### config.mk
export PLATFORM = sky130hd
export DESIGN_NAME = wsw_watchdog
export DESIGN_NICKNAME = d
export VERILOG_FILES = /design/src/verilog/wsw_pkg.sv /design/src/verilog/wsw_watchdog.sv /design/src/verilog/wsw_sync.sv /design/src/verilog/wsw_postscaler.sv
export SDC_FILE = /design/constraint.sdc
export NUM_CORES = 1
export LEC_CHECK = 0
export ABC_AREA = 0
export BUFFER_PORTS_ARGS = -buffer_cell sky130_fd_sc_hd__buf_4
export CORE_MARGIN = 2
export CORE_UTILIZATION = 45
export CTS_CLUSTER_DIAMETER = 50
export DETAILED_ROUTE_END_ITERATION = 16
export PLACE_DENSITY = 0.79
export SYNTH_ARGS = -nofsm -noshare
export SYNTH_HDL_FRONTEND = slang
export SYNTH_SLANG_ARGS = --single-unit
export TNS_END_PERCENT = 10
### constraint.sdc
create_clock -name clk -period 3.55 [get_ports clk]
set_input_delay 0.8875 -clock clk [delete_from_list [all_inputs] [get_ports clk]]
set_output_delay 0.8875 -clock clk [all_outputs]
set_load 0.03 [all_outputs]
### src/verilog/wsw_pkg.sv
// constants and types shared by the watchdog, sleep and wake block
package wsw_pkg;
    // register indices; byte address is four times the index
    localparam logic [13:0] IDX_STATUS = 14'h0003;
    localparam logic [13:0] IDX_OPTION = 14'h0081;
    localparam logic [13:0] IDX_CONFIG = 14'h2007;
    // option_control fields
    localparam int OPT_PSA = 3;
    localparam int OPT_PS_LSB = 0;
    // configuration_word fields
    localparam int CFG_WATCHDOG_ENABLE_FUSE = 2;
    localparam int CFG_FOSC_LSB = 0;
    localparam logic [1:0] FOSC_RC = 2'h3;
    // status fields
    localparam int ST_SLEEP = 0;
    localparam int ST_OSC_START = 1;
    localparam int ST_PD = 3;
    localparam int ST_TO = 4;
    // values after reset
    localparam logic [7:0] OPTION_RST = 8'hff;
    localparam logic [7:0] CONFIG_RST = 8'hff;
    // oscillator start-up delay: 1024 main oscillator periods
    localparam int OST_TOSC = 1024;
    localparam int CLK_PER_TOSC = 1;
    localparam int OST_CYCLES = OST_TOSC * CLK_PER_TOSC;
    localparam int OST_CNT_W = 11;
    // watchdog count, in ticks of its own oscillator
    localparam int WDT_CNT_W = 12;
    localparam int WDT_PERIOD_DEF = 256;
    // interrupt lines and which of them run without on-chip clocks
    localparam int IRQ_N = 8;
    localparam logic [7:0] WAKE_CAPABLE = 8'h7f;
    localparam logic [12:0] VECTOR_ADDR = 13'h0004;
    localparam int PC_W = 13;

    typedef enum logic [1:0] {
        WSW_RUN,
        WSW_SLEEP,
        WSW_OSC_START
    } wsw_mode_type;
endpackage

### src/verilog/wsw_watchdog.sv
// watchdog timer with sleep entry and wake-up control, APB registers
//
// Our own choice: the APB slave port.
`timescale 1ns/10ps
//
// Operation
// - watchdog counts ticks of its own RC oscillator, also during sleep
// - time-out while running issues a full watchdog reset
// - time-out while asleep wakes without reset; timeout flag cleared
// - cleared enable configuration bit stops the watchdog from ever timing out
// - option assign and select bits route the shared scaler and set its ratio
// - clear-watchdog or sleep clears the count and the assigned postscaler
// - clear-watchdog leaves the scaler alone when assigned to timer zero, assignment left unchanged
// - sleep clears watchdog, clears powerdown, sets timeout, stops main oscillator
// - ports hold their driven state throughout sleep
// - master clear resets fully; time-out or enabled interrupt resumes
// - power-up sets powerdown flag; only a time-out clears timeout flag
// - only clock-free peripheral interrupts can wake from sleep
// - sleep prefetches the instruction at program counter plus one
// - wake needs the source enable; global enable does not matter
// - after interrupt wake run next instruction, then vector if enabled
// - enabled interrupt pending at sleep makes sleep a no-operation
// - interrupt during or after sleep: sleep completes, then wakes at once
// - crystal and low-power modes wait 1024 oscillator periods before running
// - servicing clears global enable, pushes return address, jumps to vector; this block only raises irq_service and gives irq_vector_addr
module wsw_watchdog #(
    parameter int WDT_PERIOD_TICKS = wsw_pkg::WDT_PERIOD_DEF
) (
    input wire logic clk,
    input wire logic nrst,
    input wire logic [15:0] paddr,
    input wire logic psel,
    input wire logic penable,
    input wire logic pwrite,
    input wire logic [31:0] pwdata,
    output logic [31:0] prdata,
    output logic pready,
    output logic pslverr,
    input wire logic wdt_osc_pin,
    input wire logic timer_zero_pin,
    input wire logic master_clear_input_n,
    input wire logic clear_watchdog_instr,
    input wire logic sleep_instr,
    input wire logic [wsw_pkg::PC_W-1:0] pc,
    input wire logic [wsw_pkg::IRQ_N-1:0] irq_flags,
    input wire logic [wsw_pkg::IRQ_N-1:0] irq_enables,
    input wire logic global_irq_enable,
    output logic watchdog_reset,
    output logic device_reset,
    output logic wake,
    output logic core_run,
    output logic main_osc_enable,
    output logic io_hold,
    output logic [wsw_pkg::PC_W-1:0] prefetch_addr,
    output logic prefetch_valid,
    output logic irq_service,
    output logic [wsw_pkg::PC_W-1:0] irq_vector_addr,
    output logic timer_zero_inc
);
    typedef struct packed {
        wsw_pkg::wsw_mode_type mode;
        logic [7:0] option_control;
        logic [7:0] configuration_word;
        logic timeout_flag;
        logic powerdown_flag;
        logic [wsw_pkg::WDT_CNT_W-1:0] wdt_count;
        logic wdt_ovf;
        logic osc_prev;
        logic t0_prev;
        logic [wsw_pkg::OST_CNT_W-1:0] ost_count;
        logic [31:0] prdata;
        logic pslverr;
        logic watchdog_reset;
        logic device_reset;
        logic wake;
        logic [wsw_pkg::PC_W-1:0] prefetch_addr;
        logic prefetch_valid;
        logic irq_service;
    } wsw_state_type;

    wsw_state_type s;
    wsw_state_type next_s;

    logic [2:0] pins_sync;
    logic osc_s;
    logic t0_s;
    logic master_clear_input_n_s;
    logic osc_rise;
    logic t0_rise;
    logic timeout;
    logic do_clear;
    logic wdt_en;
    logic assign_wdt;
    logic pending;
    logic wake_pending;
    logic apb_setup;
    logic apb_write;
    logic hit_status;
    logic hit_option;
    logic hit_config;
    logic [7:0] status_view;
    logic [wsw_pkg::WDT_CNT_W-1:0] wdt_last;
    logic [wsw_pkg::OST_CNT_W-1:0] ost_last;

    wsw_sync #(
        .W(3)
    ) u_sync (
        .clk(clk),
        .nrst(nrst),
        // master clear enters inverted so the flops' reset value means released
        .din({!master_clear_input_n, timer_zero_pin, wdt_osc_pin}),
        .dout(pins_sync)
    );

    assign osc_s = pins_sync[0];
    assign t0_s = pins_sync[1];
    assign master_clear_input_n_s = !pins_sync[2];

    assign wdt_en = s.configuration_word[wsw_pkg::CFG_WATCHDOG_ENABLE_FUSE];
    assign assign_wdt = s.option_control[wsw_pkg::OPT_PSA];

    wsw_postscaler u_scaler (
        .clk(clk),
        .nrst(nrst),
        .wdt_tick(s.wdt_ovf),
        .t0_tick(t0_rise),
        .assign_wdt(assign_wdt),
        .ratio(s.option_control[wsw_pkg::OPT_PS_LSB +: 3]),
        .clear(do_clear),
        .wdt_out(timeout),
        .t0_out(timer_zero_inc)
    );

    assign wdt_last = wsw_pkg::WDT_CNT_W'(WDT_PERIOD_TICKS - 1);
    assign ost_last = wsw_pkg::OST_CNT_W'(wsw_pkg::OST_CYCLES - 1);

    // interrupt requests as seen by the wake and service logic
    assign pending = |(irq_flags & irq_enables);
    assign wake_pending = |(irq_flags & irq_enables & wsw_pkg::WAKE_CAPABLE);

    // register decode
    assign apb_setup = psel && !penable;
    assign apb_write = psel && penable && pwrite;
    assign hit_status = paddr == {wsw_pkg::IDX_STATUS, 2'b00};
    assign hit_option = paddr == {wsw_pkg::IDX_OPTION, 2'b00};
    assign hit_config = paddr == {wsw_pkg::IDX_CONFIG, 2'b00};

    always_comb begin
        status_view = 8'h00;
        status_view[wsw_pkg::ST_SLEEP] = s.mode == wsw_pkg::WSW_SLEEP;
        status_view[wsw_pkg::ST_OSC_START] = s.mode == wsw_pkg::WSW_OSC_START;
        status_view[wsw_pkg::ST_PD] = s.powerdown_flag;
        status_view[wsw_pkg::ST_TO] = s.timeout_flag;
    end

    always_comb begin
        next_s = s;
        next_s.wdt_ovf = 1'b0;
        next_s.watchdog_reset = 1'b0;
        next_s.wake = 1'b0;
        next_s.prefetch_valid = 1'b0;
        do_clear = 1'b0;

        osc_rise = osc_s && !s.osc_prev;
        t0_rise = t0_s && !s.t0_prev;
        next_s.osc_prev = osc_s;
        next_s.t0_prev = t0_s;

        // register reads are captured in the setup cycle
        if (apb_setup) begin
            next_s.pslverr = 1'b0;
            next_s.prdata = 32'h0000_0000;
            if (hit_status) begin
                next_s.prdata = {24'h00_0000, status_view};
            end else if (hit_option) begin
                next_s.prdata = {24'h00_0000, s.option_control};
            end else if (hit_config) begin
                next_s.prdata = {24'h00_0000, s.configuration_word};
            end else begin
                next_s.pslverr = 1'b1;
            end
        end
        if (apb_write) begin
            if (hit_option) begin
                next_s.option_control = pwdata[7:0];
            end
            if (hit_config) begin
                next_s.configuration_word = pwdata[7:0];
            end
        end

        case (s.mode)
            wsw_pkg::WSW_RUN: begin
                if (timeout && wdt_en) begin
                    // full reset of the block's control state
                    next_s.watchdog_reset = 1'b1;
                    next_s.timeout_flag = 1'b0;
                    next_s.option_control = wsw_pkg::OPTION_RST;
                    do_clear = 1'b1;
                end else begin
                    if (clear_watchdog_instr) begin
                        do_clear = 1'b1;
                    end
                    if (sleep_instr) begin
                        next_s.prefetch_valid = 1'b1;
                        next_s.prefetch_addr = pc + wsw_pkg::PC_W'(1);
                        if (!pending) begin
                            // real sleep; a pending request makes it a no-op
                            do_clear = 1'b1;
                            next_s.powerdown_flag = 1'b0;
                            next_s.timeout_flag = 1'b1;
                            next_s.mode = wsw_pkg::WSW_SLEEP;
                        end
                    end
                end
            end
            wsw_pkg::WSW_SLEEP: begin
                // a request arriving as sleep completes wakes at once
                if ((timeout && wdt_en) || wake_pending) begin
                    if (timeout && wdt_en) begin
                        next_s.timeout_flag = 1'b0;
                    end
                    next_s.ost_count = '0;
                    if (s.configuration_word[wsw_pkg::CFG_FOSC_LSB +: 2] == wsw_pkg::FOSC_RC) begin
                        next_s.mode = wsw_pkg::WSW_RUN;
                        next_s.wake = 1'b1;
                    end else begin
                        next_s.mode = wsw_pkg::WSW_OSC_START;
                    end
                end
            end
            wsw_pkg::WSW_OSC_START: begin
                if (s.ost_count == ost_last) begin
                    next_s.mode = wsw_pkg::WSW_RUN;
                    next_s.wake = 1'b1;
                end else begin
                    next_s.ost_count = s.ost_count + wsw_pkg::OST_CNT_W'(1);
                end
            end
            default: begin
                next_s.mode = wsw_pkg::WSW_RUN;
            end
        endcase

        // master clear: full reset, leaves sleep, flags kept
        next_s.device_reset = !master_clear_input_n_s;
        if (!master_clear_input_n_s) begin
            next_s.mode = wsw_pkg::WSW_RUN;
            next_s.option_control = wsw_pkg::OPTION_RST;
            next_s.ost_count = '0;
            next_s.wake = 1'b0;
            next_s.watchdog_reset = 1'b0;
            next_s.prefetch_valid = 1'b0;
            do_clear = 1'b1;
        end

        // watchdog count runs on its own ticks whether the core runs or sleeps
        if (do_clear || !wdt_en) begin
            next_s.wdt_count = '0;
        end else if (osc_rise) begin
            if (s.wdt_count == wdt_last) begin
                next_s.wdt_count = '0;
                next_s.wdt_ovf = 1'b1;
            end else begin
                next_s.wdt_count = s.wdt_count + wsw_pkg::WDT_CNT_W'(1);
            end
        end
        if (do_clear) begin
            next_s.wdt_ovf = 1'b0;
        end

        // core vectors only while running with global enable set
        next_s.irq_service = (next_s.mode == wsw_pkg::WSW_RUN) && master_clear_input_n_s
                             && global_irq_enable && pending;
    end

    always_ff @(posedge clk or negedge nrst) begin
        if (!nrst) begin
            s <= '0;
            s.mode <= wsw_pkg::WSW_RUN;
            s.option_control <= wsw_pkg::OPTION_RST;
            s.configuration_word <= wsw_pkg::CONFIG_RST;
            s.timeout_flag <= 1'b1;
            s.powerdown_flag <= 1'b1;
        end else begin
            s <= next_s;
        end
    end

    assign prdata = s.prdata;
    assign pready = 1'b1;
    assign pslverr = s.pslverr;
    assign watchdog_reset = s.watchdog_reset;
    assign device_reset = s.device_reset;
    assign wake = s.wake;
    assign core_run = s.mode == wsw_pkg::WSW_RUN;
    assign main_osc_enable = s.mode != wsw_pkg::WSW_SLEEP;
    assign io_hold = s.mode != wsw_pkg::WSW_RUN;
    assign prefetch_addr = s.prefetch_addr;
    assign prefetch_valid = s.prefetch_valid;
    assign irq_service = s.irq_service;
    assign irq_vector_addr = wsw_pkg::VECTOR_ADDR;
endmodule

### src/verilog/wsw_sync.sv
// two-flop synchroniser for pins outside the clock domain
`timescale 1ns/10ps
module wsw_sync #(
    parameter int W = 3
) (
    input wire logic clk,
    input wire logic nrst,
    input wire logic [W-1:0] din,
    output logic [W-1:0] dout
);
    typedef struct packed {
        logic [W-1:0] s1;
        logic [W-1:0] s2;
    } wsw_sync_state_type;

    wsw_sync_state_type s;
    wsw_sync_state_type next_s;

    always_comb begin
        next_s = s;
        for (int i = 0; i < W; i++) begin
            next_s.s1[i] = din[i];
            next_s.s2[i] = s.s1[i];
        end
    end

    always_ff @(posedge clk or negedge nrst) begin
        if (!nrst) begin
            s <= '0;
        end else begin
            s <= next_s;
        end
    end

    assign dout = s.s2;
endmodule

### src/verilog/wsw_postscaler.sv
// 8-bit scaler shared between watchdog postscale and timer-zero prescale
`timescale 1ns/10ps
module wsw_postscaler (
    input wire logic clk,
    input wire logic nrst,
    input wire logic wdt_tick,
    input wire logic t0_tick,
    input wire logic assign_wdt,
    input wire logic [2:0] ratio,
    input wire logic clear,
    output logic wdt_out,
    output logic t0_out
);
    typedef struct packed {
        logic [7:0] count;
        logic wdt_out;
        logic t0_out;
    } wsw_ps_state_type;

    wsw_ps_state_type s;
    wsw_ps_state_type next_s;
    logic src;
    logic [7:0] last;

    always_comb begin
        next_s = s;
        next_s.wdt_out = 1'b0;
        next_s.t0_out = 1'b0;
        src = assign_wdt ? wdt_tick : t0_tick;
        // watchdog ratio 1:2^n, timer-zero ratio 1:2^(n+1)
        last = assign_wdt ? 8'((9'h001 << ratio) - 9'h001)
                          : 8'((9'h002 << ratio) - 9'h001);
        if (clear && assign_wdt) begin
            next_s.count = 8'h00;
        end else if (src) begin
            if (s.count == last) begin
                next_s.count = 8'h00;
                next_s.wdt_out = assign_wdt;
                next_s.t0_out = !assign_wdt;
            end else begin
                next_s.count = s.count + 8'h01;
            end
        end
        // the unassigned side bypasses the scaler
        if (!assign_wdt) begin
            next_s.wdt_out = wdt_tick;
        end else begin
            next_s.t0_out = t0_tick;
        end
    end

    always_ff @(posedge clk or negedge nrst) begin
        if (!nrst) begin
            s <= '0;
        end else begin
            s <= next_s;
        end
    end

    assign wdt_out = s.wdt_out;
    assign t0_out = s.t0_out;
endmodule

==> impl_metrics.tcl, run 1 <==
set metrics [dict create \
    run_status "finished, final reports clean" \
    cts-root-buf "clkbuf_16" \
    hpwl_mm 8.135 \
    fmax_ghz 0.3528 \
    fin_nets 710 \
    cellPowerDensity_nw_per_um2 398.4 \
    critPathMaxStageDelay_ns 0.55 \
    wl_mm 11.01 \
    timing.slew.headroom_pct 39.32 \
    synthArstFlopShare_pct 100.0 \
    htree_levels 3 \
    num_rows 39 \
    synthesis.area_per_instance_sq_um 9.492 \
    io_buffer_count 94 \
    grt_overflow 0 \
    diodes 0 \
    io_pins 157 \
    vdd_drop_max_mv 0.2265 \
    start_util_pct 45.78 \
    ant_nets 0 \
    insertion_delay_ns 0.34 \
    cpLargestDelayFamily "simple AND/OR/NAND/NOR gates" \
    slowest_stage "dfstp_2" \
    route.vias.total 4021 \
    firstDrtPassIters 4 \
    cts_tree "done" \
    grt_pass1_vias 3916 \
    remaining_drc_errors 0 \
    via_per_inst 5.298 \
    cap_violations 0 \
    syn2layout_area_growth_pct 15.93 \
    rsz0062_at_grt "false" \
    drive_above_1_share_pct 24.03 \
    cp_cell_sequence "inv_1 -> ha_1 -> nor2b_4 -> nand2b_1 -> ha_1 -> inv_1 -> a211oi_1 -> xnor3_1 -> nand2b_4 -> or3_4 -> a21oi_1" \
    fillers 980 \
    post-place-ws_ns 0.5923 \
    tightest_slew_ns 0.9062 \
    crit_fanout 8 \
    cts_resized 0 \
    postPlaceCellArea_sq_um 5703 \
    crit_type "reg -> reg" \
    path_clk_slew_ns 0.06 \
    syn_area_sq_um 5182 \
    leakage_nw 2.802 \
    crit_buf_inv 2 \
    synth_edf_count 0 \
    cts_buffers 9 \
    die_h_um 111.3 \
    grt_max_degree 47 \
    finalSetupViolCount 0 \
    gp_congestion 0.8600 \
    hold_path_class "reg -> reg" \
    regArea_sq_um 2250 \
    hold_viol_final 0 \
    fin_crit_sh_pct 79.85 \
    ys_seq_elements 89 \
    multi_input_area_sq_um 2477 \
    core_area_sq_um 11320 \
    finalSetupTns_ns 0 \
    synth_ff_type "dfrtp_1" \
    grt_pass1_wl_mm 18.42 \
    grt_usage_pct 18.20 \
    report.final.slew_viol_count 0 \
    antenna_found_initial 0 \
    cp-start-kind "flip-flop" \
    ctsHoldBuffers 0 \
    die_w_um 111.3 \
    fin_skew_ns 0.006803 \
    critPathRequiredTime_ns 3.79 \
    post-cts-setup-buffers 0 \
    syn_inst 546 \
    power_w 0.002394 \
    finalWorstSetupSlack_ns 0.7153 \
    wl_per_cell_um 14.51 \
    yosysSeqAreaShare_pct 43.41 \
    dieArea_sq_um 12390 \
    end_kind "flip-flop" \
    fin_util_pct 53.07 \
    stdcell_area_sq_um 6008 \
    cts_sinks 89 \
    synth_warnings 0 \
    drt_iter0_markers 233 \
    period_needed_ns 2.835 \
    clock_path_buffers 2 \
    layout_common_cells "buf_4 (95), nand2_1 (73), dfrtp_1 (71)" \
    cp.arrival_ns 3.08 \
    yosysUniqueCellTypes 65 \
    final_common_cell "buf_4" \
]
-- power by group --
part / internal [W] / switching, W / total, W
registers: 0.00106 / 0.0000259 / 0.00108
clock network: 0.000616 / 0.000367 / 0.000983
logic: 0.000114 / 0.000214 / 0.000328
total: 0.00179 / 0.000607 / 0.00239
-- Yosys cell counts, drive strengths merged (7+ instances only) --
library cell / instances / area, sq um
mux2i: 9 / 90.09
nand2: 73 / 274.0
o21ai: 42 / 210.2
mux2: 9 / 101.4
nor3: 15 / 80.08
ha: 11 / 137.6
inv: 17 / 63.81
a21oi: 14 / 73.82
nand4: 7 / 43.79
a22oi: 8 / 65.06
nor2: 24 / 92.59
nand2b: 12 / 82.58
nand3: 17 / 85.08
buf: 67 / 485.5
dfstp: 18 / 473.0
nor4: 7 / 58.81
clkbuf: 11 / 41.29
and3: 12 / 75.07
xor2: 22 / 192.7
dfrtp: 71 / 1777
xnor2: 7 / 61.31
-- worst paths after layout --
kind / start / end / slack, ns / depth (start not counted)
worst max-delay path: s[87]$_DFF_PN1_ / u_scaler.t0_out$_DFF_PN0_ / 0.72 / 11
worst min-delay path: u_sync.next_s[1]$_DFF_PN0_ / u_sync.dout[1]$_DFF_PN0_ / 0.35 / 0
worst max register to register: s[87]$_DFF_PN1_ / u_scaler.t0_out$_DFF_PN0_ / 0.72 / 11
worst min register to register: u_sync.next_s[1]$_DFF_PN0_ / u_sync.dout[1]$_DFF_PN0_ / 0.35 / 0
max in group asynchronous: nrst / s[80]$_DFFE_PN1P_ / 2.28 / 2
min in group asynchronous: nrst / prefetch_addr[4]$_DFFE_PN0P_ / 0.55 / 1
-- stage by stage --
stage          std cells  hold WS [ns]
6_report             759        0.3483
5_1_grt              759        0.3586
4_1_cts              759        0.3501
3_5_place_dp         743        0.3362
3_3_place_gp         743        0.3330
2_1_floorplan        582        0.3312
-- sequential cells by signal, indices dropped and copies added (netlist names), 3 cells and up --
signal         count
s                 45
prefetch_addr     13
prdata             8
u_scaler.s         8
u_sync.dout        3
u_sync.next_s      3
-- cell families after synthesis --
group | count (synthesis) | share of synthesized area, %
simple gates | 195 | 19.53
buf+inv | 95 | 11.40
flops | 89 | 43.41
mux | 18 | 3.694
xor+xnor | 31 | 5.770
other cells | 2 | 0.1449
fa+ha+maj | 11 | 2.656
compound gates | 105 | 13.40
-- metal layers --
metal	global-route usage (%)	vias up	part of all wire, %
met1	22.87	1942	43
li1	-	1958	-
met2	30.16	102	50
met3	4.374	19	5.1
met5	0	-	0
met4	7.737	0	1.8
-- final cells by class --
class | instances | area share, %
Multi-Input combinational cell | 398 | 41.23
Sequential cell | 89 | 37.44
Timing Repair Buffer | 96 | 12.20
Clock buffer | 13 | 3.998
Tap cell | 143 | 2.978
Clock inverter | 3 | 1.083
Inverter | 17 | 1.062
No activity file was read; power rests on OpenSTA's default activity.
==> run 2: changes to the inputs <==
Clock period 3.55 ns to 2.8 ns, I/O delays scaled along.
==> impl_metrics.tcl, run 2 (synthesized netlist as in run 1, its figures left out) <==
set metrics [dict create \
    wl_mm 11.23 \
    cts_buffers 9 \
    switching_share_pct 26.64 \
    seqPwrFrac_pct 46.9 \
    postPlaceCellArea_sq_um 5786 \
    largest_reg_flops 45 \
    fin_skew_ns 0.007121 \
    wl_met1_mm 4.679 \
    critPathRequiredTime_ns 3.06 \
    start_util_pct 45.78 \
    hpwl_mm 8.401 \
    finalSetupTns_ns 0 \
    post-cts-setup-buffers 0 \
    grt_usage_pct 18.43 \
    fillers 1004 \
    p_int_w 0.002137 \
    firstDrtPassIters 5 \
    top_layer "met4" \
    post-place-ws_ns 0.01403 \
    tightest_slew_ns 0.8183 \
    stdcell_area_sq_um 6075 \
    antenna_found_initial 0 \
    cts_tree "done" \
    met3_length_um 676 \
    vdd_drop_max_mv 0.2458 \
    power_w 0.002913 \
    report.final.slew_viol_count 0 \
    end_kind "flip-flop" \
    cap_violations 0 \
    remaining_drc_errors 0 \
    wl_per_cell_um 14.59 \
    die_h_um 111.3 \
    grt_max_degree 46 \
    cp-start-kind "flip-flop" \
    diodes 0 \
    leakage_nw 2.832 \
    cp.arrival_ns 2.91 \
    power.switching_w 0.0007761 \
    cellPowerDensity_nw_per_um2 479.6 \
    die_w_um 111.3 \
    finalSetupViolCount 0 \
    insertion_delay_ns 0.34 \
    crit_type "reg -> reg" \
    final_common_cell "buf_4" \
    dieArea_sq_um 12390 \
    run_status "finished, final reports clean" \
    core_area_sq_um 11320 \
    period_needed_ns 2.650 \
    fin_nets 721 \
    crit_fanout 8 \
    htree_levels 3 \
    grt_pass1_wl_mm 18.83 \
    ant_nets 0 \
    fin_crit_sh_pct 94.66 \
    drive_above_1_share_pct 25.68 \
    hold_viol_final 0 \
    syn2layout_area_growth_pct 17.21 \
    num_rows 39 \
    grt_pass1_vias 4021 \
    clock_path_buffers 2 \
    io_pins 157 \
    finalWorstSetupSlack_ns 0.1496 \
    pwr-share-comb_pct 14.6 \
    io_buffer_count 94 \
    via_per_inst 5.330 \
    fmax_ghz 0.3773 \
    route.vias.total 4104 \
    top_register "s" \
    cts-root-buf "clkbuf_16" \
    gp_congestion 0.8614 \
    timing.slew.headroom_pct 45.19 \
    grt_overflow 0 \
    path_clk_slew_ns 0.06 \
    hold_path_class "reg -> reg" \
    cts_sinks 89 \
    drt_iter0_markers 296 \
    power_frac_clock_pct 38.5 \
    dr_wl_met2_mm 5.634 \
    layout_common_cells "buf_4 (106), nand2_1 (73), dfrtp_1 (71)" \
]
==> run 2: worst max-delay path: stages (launching register included) <==
cell and delay (ns):
dfstp_2 0.56, inv_1 0.09, ha_4 0.19, nor2b_4 0.14
nand2b_1 0.09, ha_1 0.21, inv_1 0.06, a211oi_1 0.26
xnor3_1 0.25, nand2b_4 0.08, or3_4 0.42, a211oi_2 0.22
==> run 2: final cells by class <==
| type | instances | area (sq um) | area share [%] |
|---|---|---|---|
| multi-input combinational | 398 | 2490 | 40.99 |
| sequential | 89 | 2250 | 37.03 |
| timing repair buffer | 107 | 815.8 | 13.43 |
| clock buffer | 14 | 264.0 | 4.346 |
| tap | 143 | 178.9 | 2.945 |
| inverter | 17 | 63.81 | 1.050 |
| clock inverter | 2 | 12.51 | 0.2060 |
==> run 2: worst paths after layout <==
check	start	end	slack, ns	cells past startpoint
setup / recovery	s[87]$_DFF_PN1_	u_scaler.wdt_out$_DFF_PN0_	0.15	11
hold / removal	u_sync.next_s[2]$_DFF_PN0_	u_sync.dout[2]$_DFF_PN0_	0.35	0
setup reg to reg	s[87]$_DFF_PN1_	u_scaler.wdt_out$_DFF_PN0_	0.15	11
hold reg to reg	u_sync.next_s[2]$_DFF_PN0_	u_sync.dout[2]$_DFF_PN0_	0.35	0
max in group asynchronous	nrst	assign_wdt$_DFF_PN1_	1.71	2
min in group asynchronous	nrst	prefetch_addr[10]$_DFFE_PN0P_	0.36	1
==> run 2: power by group through the flow <==
| stage | combinational, W | sequential, W | clock, W |
|---|---|---|---|
| 2_1_floorplan | 0.000306 | 0.00139 | 0 |
| 3_3_place_gp | 0.000419 | 0.00139 | 0 |
| 3_5_place_dp | 0.000429 | 0.00139 | 0 |
| 4_1_cts | 0.000429 | 0.00137 | 0.00114 |
| 5_1_grt | 0.000463 | 0.00137 | 0.00120 |
| 6_report | 0.000427 | 0.00137 | 0.00112 |
==> run 2: through the flow <==
step | hold WS, ns | utilization [%] | std cells
after global placement | 0.3324 | 51.11 | 754
after detailed placement | 0.3347 | 51.11 | 754
after global routing | 0.3578 | 53.66 | 770
after floorplan | 0.3312 | - | 582
final | 0.3483 | 53.66 | 770
after CTS | 0.3489 | 53.55 | 770
==> run 2: what timing repair did <==
| action | 4_1_cts | 5_1_grt |
|---|---|---|
| pin swaps | 1 | 0 |
| hold buffers | 0 | 0 |
| resized for setup | 0 | 2 |
| setup endpoints to repair | 10 | 10 |
==> run 2: metal layers <==
metal | vias to the layer above | track usage (%)
li1 | 1976 | -
met1 | 1970 | 23.58
met2 | 135 | 31.34
met3 | 23 | 3.609
met4 | 0 | 6.502
met5 | - | 0
